**config.mk**
```make
export PLATFORM = sky130hd
export DESIGN_NAME = gcrsg_top
export DESIGN_NICKNAME = d
export VERILOG_FILES = /design/src/hw/gcrsg_pkg.sv /design/src/hw/gcrsg_top.sv
export SDC_FILE = /design/constraint.sdc
export NUM_CORES = 1
export LEC_CHECK = 0
export BUFFER_PORTS_ARGS = -buffer_cell sky130_fd_sc_hd__buf_2
export CORE_ASPECT_RATIO = 1.25
export CORE_MARGIN = 2
export CORE_UTILIZATION = 52
export CTS_CLUSTER_DIAMETER = 100
export DETAILED_ROUTE_END_ITERATION = 10
export HOLD_SLACK_MARGIN = 0.12
export PLACE_DENSITY = 0.82
export SYNTH_ARGS = -nofsm -noshare
export SYNTH_HDL_FRONTEND = slang
export SYNTH_SLANG_ARGS = --single-unit
export TNS_END_PERCENT = 100
```
**constraint.sdc**
```tcl
create_clock -name core_clk -period 2 [get_ports core_clk]
set_clock_uncertainty 0.2 [all_clocks]
set_input_delay 0.3 -clock core_clk [delete_from_list [all_inputs] [get_ports core_clk]]
set_output_delay 0.3 -clock core_clk [all_outputs]
set_load 0.02 [all_outputs]
```
**src/hw/gcrsg_pkg.sv**
```systemverilog
/*
 * Shared constants and carrier types for the general call reset and supply gate.
 * Assumes a single 125 MHz core clock and the two-wire pins sampled inside the block.
 */
// Contract
// Acknowledge general call address 00h, then receive and evaluate the next byte.
// A second byte of 06h triggers software reset; master must send it second.
// Software reset returns every register to its power-on value.
// Software reset abandons any running conversion without producing a result.
// Software reset releases both alarm outputs to inactive high.
// Any other second byte changes no register, conversion or output.
// Converter is enabled only while supply-valid is asserted.
// Supply-valid is sampled continuously throughout every conversion.
// No conversion is carried out while supply-valid is low.
// Skipped or invalidated conversions leave the result registers unchanged.
// After software reset the serial port idles until the next START.
package gcrsg_pkg;

    // ------------------------------------------------------------
    // Bus codes
    // ------------------------------------------------------------
    localparam logic [6:0] GEN_CALL_ADDR  = 7'h00;
    localparam logic [7:0] SOFT_RESET_CMD = 8'h06;
    localparam logic [3:0] BITS_PER_BYTE  = 4'h8;
    localparam logic [3:0] ACK_SLOT       = 4'h9;

    // ------------------------------------------------------------
    // Result width and reset value
    // ------------------------------------------------------------
    localparam int         TEMP_W     = 12;
    localparam logic [TEMP_W-1:0] TEMP_RESET = 12'h000;

    typedef enum logic [3:0] {
        GC_IDLE = 4'b0001,
        GC_ADDR = 4'b0010,
        GC_DATA = 4'b0100,
        GC_SKIP = 4'b1000
    } gcrsg_bus_e;

    typedef enum logic [1:0] {
        CV_IDLE = 2'b01,
        CV_RUN  = 2'b10
    } gcrsg_conv_e;

    // Conversion request and finished measurement from the analog side
    typedef struct packed {
        logic              start;
        logic              done;
        logic [TEMP_W-1:0] sample;
    } gcrsg_conv_s;

endpackage : gcrsg_pkg

```
**src/hw/gcrsg_top.sv**
```systemverilog
/*
 * General call software reset detector, converter supply gate and result hold.
 * Assumes scl/sda arrive asynchronously from pins; conversion inputs and alarm
 * requests come from logic on core_clk.
 */
`timescale 1ns/100ps
module gcrsg_top
    import gcrsg_pkg::*;
(
    input  wire logic              core_clk,
    input  wire logic              reset_n,
    input  wire logic              sclIn,
    input  wire logic              sdaIn,
    output logic                   sdaOut,
    output logic                   sdaOe,
    input  wire logic              supplyValid,
    input  gcrsg_conv_s            convIn,
    input  wire logic              limitWarnReq,
    input  wire logic              overTempReq,
    output logic                   convEnable,
    output logic                   convAbort,
    output logic [TEMP_W-1:0]      tempResult,
    output logic                   softReset,
    output logic                   limitWarnOut,
    output logic                   limitWarnOe,
    output logic                   overTempOut,
    output logic                   overTempOe
);

    typedef struct packed {
        logic [1:0]        sclSync;
        logic [1:0]        sdaSync;
        logic [1:0]        supSync;
        logic              sclPrev;
        logic              sdaPrev;
        gcrsg_bus_e        bus;
        logic [3:0]        bitCnt;
        logic [7:0]        shift;
        logic              ackDrive;
        logic              isReset;
        gcrsg_conv_e       conv;
        logic              abort;
        logic [TEMP_W-1:0] temp;
        logic              warn;
        logic              over;
    } gcrsg_state_s;

    gcrsg_state_s st_q;
    gcrsg_state_s st_d;

    logic scl;
    logic sda;
    logic sup;
    logic startCond;
    logic stopCond;
    logic sclRise;
    logic sclFall;

    assign scl       = st_q.sclSync[1];
    assign sda       = st_q.sdaSync[1];
    assign sup       = st_q.supSync[1];
    assign startCond = scl && st_q.sclPrev && st_q.sdaPrev && !sda;
    assign stopCond  = scl && st_q.sclPrev && !st_q.sdaPrev && sda;
    assign sclRise   = scl && !st_q.sclPrev;
    assign sclFall   = !scl && st_q.sclPrev;

    always_comb begin
        st_d         = st_q;
        st_d.sclSync = {st_q.sclSync[0], sclIn};
        st_d.sdaSync = {st_q.sdaSync[0], sdaIn};
        st_d.supSync = {st_q.supSync[0], supplyValid};
        st_d.sclPrev = scl;
        st_d.sdaPrev = sda;
        st_d.isReset = 1'b0;
        st_d.abort   = 1'b0;

        // ------------------------------------------------------------
        // Two-wire receiver: only the general call is of interest here
        // ------------------------------------------------------------
        if (startCond) begin
            st_d.bus      = GC_ADDR;
            st_d.bitCnt   = '0;
            st_d.ackDrive = 1'b0;
        end else if (stopCond) begin
            st_d.bus      = GC_IDLE;
            st_d.ackDrive = 1'b0;
        end else begin
            case (st_q.bus)
                GC_ADDR, GC_DATA: begin
                    if (sclRise && st_q.bitCnt < BITS_PER_BYTE) begin
                        st_d.shift  = {st_q.shift[6:0], sda};
                        st_d.bitCnt = st_q.bitCnt + 4'h1;
                    end
                    if (sclFall && st_q.bitCnt == BITS_PER_BYTE) begin
                        if (st_q.bus == GC_ADDR) begin
                            // Only a general call write is acknowledged
                            if (st_q.shift == {GEN_CALL_ADDR, 1'b0}) begin
                                st_d.ackDrive = 1'b1;
                                st_d.bitCnt   = ACK_SLOT;
                            end else begin
                                st_d.bus = GC_SKIP;
                            end
                        end else begin
                            st_d.ackDrive = 1'b1;
                            st_d.bitCnt   = ACK_SLOT;
                            if (st_q.shift == SOFT_RESET_CMD) begin
                                st_d.isReset = 1'b1;
                            end
                            // Other codes take no action // R06
                        end
                    end else if (sclFall && st_q.bitCnt == ACK_SLOT) begin
                        st_d.ackDrive = 1'b0;
                        st_d.bitCnt   = '0;
                        st_d.bus      = (st_q.bus == GC_ADDR) ? GC_DATA : GC_SKIP;
                    end
                end
                GC_SKIP: st_d.bus = GC_SKIP;
                default: st_d.bus = GC_IDLE;
            endcase
        end

        // ------------------------------------------------------------
        // Conversion sequencer with supply gate
        // ------------------------------------------------------------
        case (st_q.conv)
            CV_IDLE: begin
                if (convIn.start && sup) begin
                    st_d.conv = CV_RUN;
                end
            end
            CV_RUN: begin
                if (!sup) begin
                    // Dropout mid-conversion discards the sample // R08
                    st_d.conv  = CV_IDLE;
                    st_d.abort = 1'b1;
                end else if (convIn.done) begin
                    st_d.temp = convIn.sample;
                    st_d.conv = CV_IDLE;
                end
            end
            default: st_d.conv = CV_IDLE;
        endcase

        st_d.warn = limitWarnReq;
        st_d.over = overTempReq;

        // ------------------------------------------------------------
        // Software reset: registers, conversion and alarms back to power-on
        // ------------------------------------------------------------
        if (st_q.isReset) begin
            st_d.temp     = TEMP_RESET;
            st_d.abort    = (st_q.conv == CV_RUN);
            st_d.conv     = CV_IDLE;
            st_d.warn     = 1'b0;
            st_d.over     = 1'b0;
            // Ack still driven in this cycle and released here; rest of frame ignored
            st_d.bus      = startCond ? GC_ADDR : GC_IDLE;
            st_d.ackDrive = 1'b0;
        end
    end

    always_ff @(posedge core_clk or negedge reset_n) begin
        if (!reset_n) begin
            st_q         <= '0;
            st_q.sclSync <= 2'b11;
            st_q.sdaSync <= 2'b11;
            st_q.sclPrev <= 1'b1;
            st_q.sdaPrev <= 1'b1;
            st_q.bus     <= GC_IDLE;
            st_q.conv    <= CV_IDLE;
            st_q.temp    <= TEMP_RESET;
        end else begin
            st_q <= st_d;
        end
    end

    assign sdaOut       = 1'b0;
    assign sdaOe        = st_q.ackDrive;
    // Supply drop cuts the enable at once, not at conversion end
    assign convEnable   = sup && (st_q.conv == CV_RUN);
    assign convAbort    = st_q.abort;
    assign tempResult   = st_q.temp;
    assign softReset    = st_q.isReset;
    assign limitWarnOut = 1'b0;
    assign limitWarnOe  = st_q.warn;
    assign overTempOut  = 1'b0;
    assign overTempOe   = st_q.over;

endmodule : gcrsg_top

```
==> reports/metrics.sh, run 1 <==
ANTENNA_FOUND_INITIAL=0
FINAL_WIRELENGTH_MM=4.40
WORST_EP_REQUIRED_TIME_NS=1.97
CORE-AREA_UM2=3820
SYNTHXORXNORAREAFRAC=0.0204
SYN_AVG_CELL_AREA_UM2=12.2
SYNTH_SEQUENTIAL_AREA_RATIO=0.522
DRT-VIAS-PER-INSTANCE=5.50
MINIMUM_CLOCK_PERIOD_AFTER_LAYOUT_NS=1.90
HOLD_SLACK_NS=0.136
YOSYSTOPAREACELLSHARE=0.421
CRIT_FANOUT=8
WORSTPATHBUFFERINVERTERCOUNT=0
NUMBER_OF_ENABLE_FLIP_FLOP_CELLS_AFTER_SYNTHESIS=0
NUM-NETS-FINAL=245
POST_CTS_SETUP_BUFFER_COUNT=0
SHARE_CLK_OF_TOTAL_POWER=0.392
CP_DATA_ARRIVAL_TIME_NS=1.88
P_SW_W=0.000460
REPORT.FINAL.SETUP_VIOL=0
FINAL_MAX_SLEW_VIOL_COUNT=0
CRIT_PATH_MAX_INCR_DELAY_NS=0.50
SYNTH_TOP_FAMILY_BY_AREA='compound AO/OA/AOI/OAI gates'
WORST_SETUP_PATH_START_KIND='flop'
AREA_GROWTH_PCT=22.7
STATIC-LEAKAGE-POWER_nW=1.23
IO_BUFFERS=38
CTS-BUFFERS-INSERTED=5
POST_SYNTH_AND_OR_NAND_NOR_AREA_FRACTION=0.143
SETUP_TOTAL_NEGATIVE_SLACK_NS=0
IO_PINS=42
CLOCK_SINK_COUNT=43
POSTSYNTH.ASYNCRESETSHARE=1.00
SYNTH.AREA.MUX_SHARE=0.0577
FLOORPLAN.DIE_AREA_UM2=4530
POWER.COMBINATIONAL.FRACTION=0.126
R2R_CELLS=5
SYNTH-ADDER-AREA-SHARE=0.0180
MAPPED_CELL_AREA_UM2=2080
INSERTION_DELAY_NS=0.29
POST_SYNTHESIS_COMPOUND_GATE_AREA_FRACTION=0.157
SYNTH_FF_TYPE='sky130_fd_sc_hd__dfrtp_1'
FINAL.FILL_COUNT=287
MIN-DELAY-PATH-CLASS='primary input to flop'
ROUTED-VIA-COUNT=1519
DETAILED_PLACE_HPWL_MM=2.80
POSTSYNTHREGISTERBITS=43
WORSTHOLDPATHCELLS=3
CRIT_PATH_TOP_DELAY_CELL='sky130_fd_sc_hd__dfrtp_1'
DIE_WIDTH_UM=60.6
GRT_PASS1_WL_MM=7.11
AREA_LEADER_NETLIST='sky130_fd_sc_hd__dfrtp_1'
DETAIL_ROUTE.ITER0.VIOLATIONS=77
CRITICAL_PATH_CLASS='flop to flop'
OUTCOME='finished clean'
DETAIL-ROUTE-ANTENNA-NETS=0
CELL_ROWS=25
CTS.ROOT.BUFFER_CELL='sky130_fd_sc_hd__clkbuf_8'
CRIT_CELLS=5
MAX_SLEW.WORST_PIN.SLEW_NS=0.520
AREA_CONTRIBUTORS_POST_SYNTH='sky130_fd_sc_hd__dfrtp_1, sky130_fd_sc_hd__dfstp_2, sky130_fd_sc_hd__mux2_4, sky130_fd_sc_hd__a22o_1, sky130_fd_sc_hd__buf_4'
CTS_MAX_PATH_BUFFERS=2
SYN-INSTANCE-COUNT=171
END_KIND='flop'
GRT_USE_TOTAL=0.215
INTPOWER_W=0.00154
RELSLEWSLACK=0.653
INSERTEDDIODECOUNT=0
TOP_DELAY_FAMILY_ON_CRIT_PATH='flip-flops'
POWER.IR.VDD_WORST_mV=0.436
FINAL_LAYOUT_SIZE_SUFFIX_GT1_FRAC=0.356
FINAL_MIN_PERIOD_OVER_CLOCK_PERIOD=0.951
HOLD_VIOLATIONS=0
SEQ_POWER_SHARE=0.481
FMAX_MHz=526
POST_DRT_WL_PER_CELL_UM=15.9
HTREE_NUM_LEVELS=2
CELLPOWERDENSITY_nW_PER_UM2=784
POWER_SWITCHING_SHARE=0.230
GRT_MAX_DEGREE=44
CTS_TREE='done'
TIMING.CRITICAL_PATH.CELLS='xnor2_2 -> nor3_4 -> o21a_4 -> nand2_8 -> mux2_4'
FIRST_PASS_ITERS=4
YOSYSWARNINGCOUNT=0
GRT.OVERFLOW.TOTAL=0
SYNTH.DISTINCT_CELLS=49
WORST_SETUP_HOLD_PATH_CLK_SLEW_NS=0.08
DRC_ERRORS=0
NUMBER_OF_VIOLATIONS_OF_THE_MAX_CAPACITANCE_LIMIT=0
RSZ0062_AT_GRT='no'
FIRST_GLOBAL_VIAS=1541
EFFECTIVE_UTILIZATION_AT_FLOORPLAN=0.545
OVERALL_DIE_HEIGHT_UM=74.7
GP_CONGESTION=0.881
layer usage:
| metal | wire length (um) | track usage | share of wire | vias to the layer above |
|---|---|---|---|---|
| li1 | - | - | - | 707 |
| met1 | 1740 | 0.257 | 0.40 | 736 |
| met4 | 87 | 0.0773 | 0.020 | 0 |
| met2 | 2310 | 0.368 | 0.53 | 67 |
| met3 | 256 | 0.0584 | 0.058 | 9 |
| met5 | 0 | 0 | 0 | - |
cells by family (layout without fill, tap and decap cells):
logic type	Yosys count	after routing
AO/OA/AOI/OAI	41	41
XOR/XNOR	4	4
adder cells (fa/ha/maj)	3	3
buffers and inverters	25	74
flip-flops	43	43
multiplexers	8	8
other	1	3
AND/OR/NAND/NOR	46	46
state kept, by name, summed over array words and instances, names as in the netlist:
name         flops
overTempOe       1
tempResult      12
softReset        1
st_q            21
limitWarnOe      1
convAbort        1
st_d             3
scl              1
sdaOe            1
sda              1
final timing paths:
check / startpoint / to / slack [ns]
min reg2reg: st_d[38] / st_q[38] / 0.15
max: st_q[33] / st_q[23] / 0.1
min: convIn[12] / st_q[15] / 0.14
max reg2reg: st_q[33] / st_q[23] / 0.1
max in group asynchronous: reset_n / scl / 0.83
min in group asynchronous: reset_n / st_d[38] / 0.40
layout make-up:
type / instances / area (um2) / area share
Sequential cell: 43 / 1090 / 0.425
Multi-Input combinational cell: 105 / 841 / 0.329
Clock inverter: 2 / 60.1 / 0.0235
Clock buffer: 6 / 72.6 / 0.0284
Tap cell: 54 / 67.6 / 0.0265
Timing Repair Buffer: 61 / 408 / 0.160
Inverter: 5 / 18.8 / 0.00735
what timing repair did:
item / 4_1_cts / 5_1_grt
hold buffers: 18 / 0
gates resized for setup: 0 / 1
setup endpoints to repair: 0 / 2
hold endpoints to repair: 52 / 0
power groups by stage:
stage | clock network (W) | logic [W] | registers (W)
3_3_place_gp | 0 | 0.000219 | 0.000973
2_1_floorplan | 0 | 0.000187 | 0.000974
3_5_place_dp | 0 | 0.000222 | 0.000977
6_report | 0.000786 | 0.000253 | 0.000964
4_1_cts | 0.000802 | 0.000251 | 0.000961
5_1_grt | 0.000848 | 0.000275 | 0.000971
cell usage in the layout (no fill, tap or decap), types with 4 or more instances in the layout:
master / count
sky130_fd_sc_hd__a21oi_1: 6
sky130_fd_sc_hd__a22o_1: 13
sky130_fd_sc_hd__buf_2: 38
sky130_fd_sc_hd__buf_4: 5
sky130_fd_sc_hd__clkbuf_8: 5
sky130_fd_sc_hd__dfrtp_1: 35
sky130_fd_sc_hd__dfstp_2: 8
sky130_fd_sc_hd__dlygate4sd3_1: 18
sky130_fd_sc_hd__inv_1: 5
sky130_fd_sc_hd__mux2_4: 8
sky130_fd_sc_hd__nand2_1: 10
sky130_fd_sc_hd__nor2_1: 8
sky130_fd_sc_hd__nor2b_1: 4
sky130_fd_sc_hd__nor4_1: 4
sky130_fd_sc_hd__o22ai_1: 4
per-stage QoR:
step / setup WS (ns) / power (W) / std cells / util / cell area [um2]
finish: 0.0981 / 0.00200 / 276 / 0.669 / 2550
detailed placement: 0.0993 / 0.00120 / 250 / 0.586 / 2230
floorplan: 0.284 / 0.00116 / 173 / - / 2090
global placement: 0.157 / 0.00119 / 250 / 0.586 / 2230
CTS: 0.0805 / 0.00201 / 276 / 0.668 / 2550
global route: 0.0149 / 0.00209 / 276 / 0.669 / 2550
tightest hold or removal path, cell delays in order:
cell and delay, ns:
sky130_fd_sc_hd__buf_2 0.10, sky130_fd_sc_hd__o22ai_1 0.10, sky130_fd_sc_hd__nand2_1 0.10
synthesized netlist by cell type, types with 2 or more instances:
cell type,instances
sky130_fd_sc_hd__nor2_1,8
sky130_fd_sc_hd__nand2_1,10
sky130_fd_sc_hd__nand4_1,2
sky130_fd_sc_hd__nor3_1,3
sky130_fd_sc_hd__a22o_1,13
sky130_fd_sc_hd__mux2_4,8
sky130_fd_sc_hd__and3_1,2
sky130_fd_sc_hd__buf_4,15
sky130_fd_sc_hd__nor2b_1,4
sky130_fd_sc_hd__buf_6,2
sky130_fd_sc_hd__o211ai_1,2
sky130_fd_sc_hd__o22ai_1,4
sky130_fd_sc_hd__a21oi_1,6
sky130_fd_sc_hd__dfrtp_1,35
sky130_fd_sc_hd__ha_1,3
sky130_fd_sc_hd__nand3_1,3
sky130_fd_sc_hd__a31oi_1,2
sky130_fd_sc_hd__nor4_1,4
sky130_fd_sc_hd__xor2_1,2
sky130_fd_sc_hd__buf_2,2
sky130_fd_sc_hd__dfstp_2,8
sky130_fd_sc_hd__o21ai_0,2
sky130_fd_sc_hd__inv_1,5
Note: power is estimated with default switching activity, not from simulation.
==> inputs of run 2 (changes only) <==
--- a/config.mk
+++ b/config.mk
@@ -7,7 +7,7 @@
 export LEC_CHECK = 0
 export BUFFER_PORTS_ARGS = -buffer_cell sky130_fd_sc_hd__buf_2
 export CORE_ASPECT_RATIO = 1.25
-export CORE_MARGIN = 2
+export CORE_MARGIN = 8
 export CORE_UTILIZATION = 52
 export CTS_CLUSTER_DIAMETER = 100
 export DETAILED_ROUTE_END_ITERATION = 10
==> run 2 against run 1 <==
Effect of this change:
- clock-buffer cell count unchanged
- worst hold slack got worse by 0.0023 ns
- largest cell class unchanged
- wire length increased by 6.2%
- first-iteration DRC count is 14% lower
- combinational power is 3% higher
- via count down 1.6%
- power is 0.74% higher
- sequential cell count stayed put
==> reports/metrics.sh, run 2 (synthesized netlist as in run 1, its figures left out) <==
OUTCOME='finished clean'  # unchanged
DETAIL_ROUTE.ITER0.VIOLATIONS=66  # was 77
ANTENNA_FOUND_INITIAL=0  # unchanged
TIMING.CRITICAL_PATH.CELLS='xnor2_1 -> o211ai_2 -> o32ai_2 -> a22o_1'  # was xnor2_2 -> nor3_4 -> o21a_4 -> nand2_8 -> mux2_4
IO_BUFFERS=38  # unchanged
FIN_AREA_UM2=2560  # was 2550 um2
DIE_WIDTH_UM=72.6  # was 60.6 um
MAX_FLOP_REGISTER='st_q'  # unchanged
WORST_SETUP_HOLD_PATH_CLK_SLEW_NS=0.08  # about the same
MIN-DELAY-PATH-CLASS='primary input to flop'  # unchanged
CRIT_PATH_TOP_DELAY_CELL='sky130_fd_sc_hd__dfstp_2'  # was sky130_fd_sc_hd__dfrtp_1
CLOCK_SINK_COUNT=43  # unchanged
FMAX_MHz=527  # was 526 MHz
AREA_GROWTH_PCT=23.2  # was 22.7%
HTREE_NUM_LEVELS=2  # unchanged
LARGEST_REGISTER_FFS=21  # unchanged
FINAL_MIN_PERIOD_OVER_CLOCK_PERIOD=0.948  # was 0.951
CELLPOWERDENSITY_nW_PER_UM2=787  # was 784 nW/um2
RSZ0062_AT_GRT='no'  # unchanged
REPORT.FINAL.SETUP_VIOL=0  # unchanged
FINAL_LAYOUT_SIZE_SUFFIX_GT1_FRAC=0.347  # was 0.356
POWER.IR.VDD_WORST_mV=0.482  # was 0.436 mV
ROUTED-VIA-COUNT=1494  # was 1519
DRT-VIAS-PER-INSTANCE=5.41  # was 5.50
WORSTPATHBUFFERINVERTERCOUNT=0  # unchanged
INSERTION_DELAY_NS=0.30  # was 0.29 ns
NUM-NETS-FINAL=245  # unchanged
MINIMUM_CLOCK_PERIOD_AFTER_LAYOUT_NS=1.90  # about the same
CORE-AREA_UM2=3820  # unchanged
RELSLEWSLACK=0.664  # was 0.653
DRC_ERRORS=0  # unchanged
FINAL_MAX_SLEW_VIOL_COUNT=0  # unchanged
CP_DATA_ARRIVAL_TIME_NS=1.94  # was 1.88 ns
CTS_MAX_PATH_BUFFERS=2  # unchanged
WORST_EP_REQUIRED_TIME_NS=2.05  # was 1.97 ns
MOST-COMMON-LAYOUT-CELLS='sky130_fd_sc_hd__buf_2, sky130_fd_sc_hd__dfrtp_1, sky130_fd_sc_hd__dlygate4sd3_1, sky130_fd_sc_hd__a22o_1, sky130_fd_sc_hd__nand2_1'  # unchanged
HOLD_VIOLATIONS=0  # unchanged
GRT.OVERFLOW.TOTAL=0  # unchanged
FIRST_PASS_ITERS=4  # unchanged
GRT_MAX_DEGREE=24  # was 44
GRT_USE_TOTAL=0.161  # was 0.215
CRIT_FANOUT=5  # was 8
CTS.ROOT.BUFFER_CELL='sky130_fd_sc_hd__clkbuf_8'  # unchanged
GRT_PASS1_WL_MM=7.91  # was 7.11 mm
OVERALL_DIE_HEIGHT_UM=86.7  # was 74.7 um
DETAIL-ROUTE-ANTENNA-NETS=0  # unchanged
CRIT_PATH_MAX_INCR_DELAY_NS=0.58  # was 0.50 ns
POST_DRT_WL_PER_CELL_UM=16.9  # was 15.9 um
FINAL_WIRELENGTH_MM=4.67  # was 4.40 mm
HOLD_SLACK_NS=0.134  # was 0.136 ns
TOP_DELAY_FAMILY_ON_CRIT_PATH='compound AO/OA/AOI/OAI gates'  # was flip-flops
STATIC-LEAKAGE-POWER_nW=1.23  # about the same
IO_PINS=42  # unchanged
DETAILED_PLACE_HPWL_MM=3.09  # was 2.80 mm
SETUP_TOTAL_NEGATIVE_SLACK_NS=0  # unchanged
INSERTEDDIODECOUNT=0  # unchanged
CTS_TREE='done'  # unchanged
GP_CONGESTION=0.824  # was 0.881
CELL_ROWS=25  # unchanged
CTS-BUFFERS-INSERTED=5  # unchanged
NUMBER_OF_VIOLATIONS_OF_THE_MAX_CAPACITANCE_LIMIT=0  # unchanged
DPL_CELL_AREA_UM2=2240  # was 2230 um2
FIRST_GLOBAL_VIAS=1624  # was 1541
MAX_SLEW.WORST_PIN.SLEW_NS=0.504  # was 0.520 ns
CRITICAL_PATH_CLASS='flop to flop'  # unchanged
EFFECTIVE_UTILIZATION_AT_FLOORPLAN=0.545  # unchanged
END_KIND='flop'  # unchanged
FINAL_COMMON_CELL='sky130_fd_sc_hd__buf_2'  # unchanged
POST_CTS_SETUP_BUFFER_COUNT=0  # unchanged
FLOORPLAN.DIE_AREA_UM2=6290  # was 4530 um2
WORST_SETUP_PATH_START_KIND='flop'  # unchanged
FINAL.FILL_COUNT=286  # was 287
[run 2: cell types whose count changed in the layout (fill, tap and decap cells not counted)]
cell                            delta
sky130_fd_sc_hd__buf_12            +1
sky130_fd_sc_hd__buf_4             -2
sky130_fd_sc_hd__dlygate4sd3_1     +1
sky130_fd_sc_hd__nor4b_1           +1
sky130_fd_sc_hd__nor4b_2           -1
[run 2: cell type report]
type | count | area (um2) | share of cell area
clock inverter | 2 | 60.1 | 0.0234
timing repair buffer | 61 | 423 | 0.165
inverter | 5 | 18.8 | 0.00732
clock buffer | 6 | 72.6 | 0.0283
tap | 54 | 67.6 | 0.0264
sequential | 43 | 1090 | 0.424
multi-input combinational | 105 | 835 | 0.326
[run 2: power breakdown]
| group | internal (W) | switching, W | leakage (nW) |
|---|---|---|---|
| sequential | 0.000929 | 0.0000339 | 0.556 |
| combinational | 0.000118 | 0.000142 | 0.607 |
| clock | 0.000499 | 0.000295 | 0.0654 |
[run 2: timing repair]
item                                   in CTS  in global routing
resized for setup                           0                  0
endpoints found under the hold margin      38                  0
hold buffers                               19                  0
[run 2: tightest hold or removal path, delay by kind of cell]
kind	cells	cell delay, ns
AO/OA/AOI/OAI	1	0.11
buffers and inverters	1	0.08
AND/OR/NAND/NOR	2	0.13
[run 2: stage by stage]
step	setup slack, ns	power, W	cells	utilization
final	0.104	0.00202	276	0.671
after CTS	0.129	0.00202	276	0.671
after global placement	0.172	0.00120	249	0.587
after global routing	0.0459	0.00209	276	0.671
after detailed placement	0.157	0.00121	249	0.587
after floorplan	0.284	0.00116	173	-
[run 2: path summary, 6_finish.rpt]
check,startpoint,end,slack [ns],cells after the start
max,st_q[35],st_q[32],0.10,4
min,convIn[13],st_q[15],0.13,4
max reg2reg,st_q[35],st_q[32],0.10,4
min reg2reg,st_d[38],st_q[38],0.15,0
max in group asynchronous,reset_n,st_q[36],0.74,3
min in group asynchronous,reset_n,convAbort,0.29,2
[run 2: metal layers]
| layer | track usage | wire length [um] | vias to the layer above |
|---|---|---|---|
| li1 | - | - | 701 |
| met1 | 0.173 | 1900 | 718 |
| met2 | 0.280 | 2310 | 61 |
| met3 | 0.0381 | 332 | 14 |
| met4 | 0.0876 | 141 | 0 |
| met5 | 0 | 0 | - |
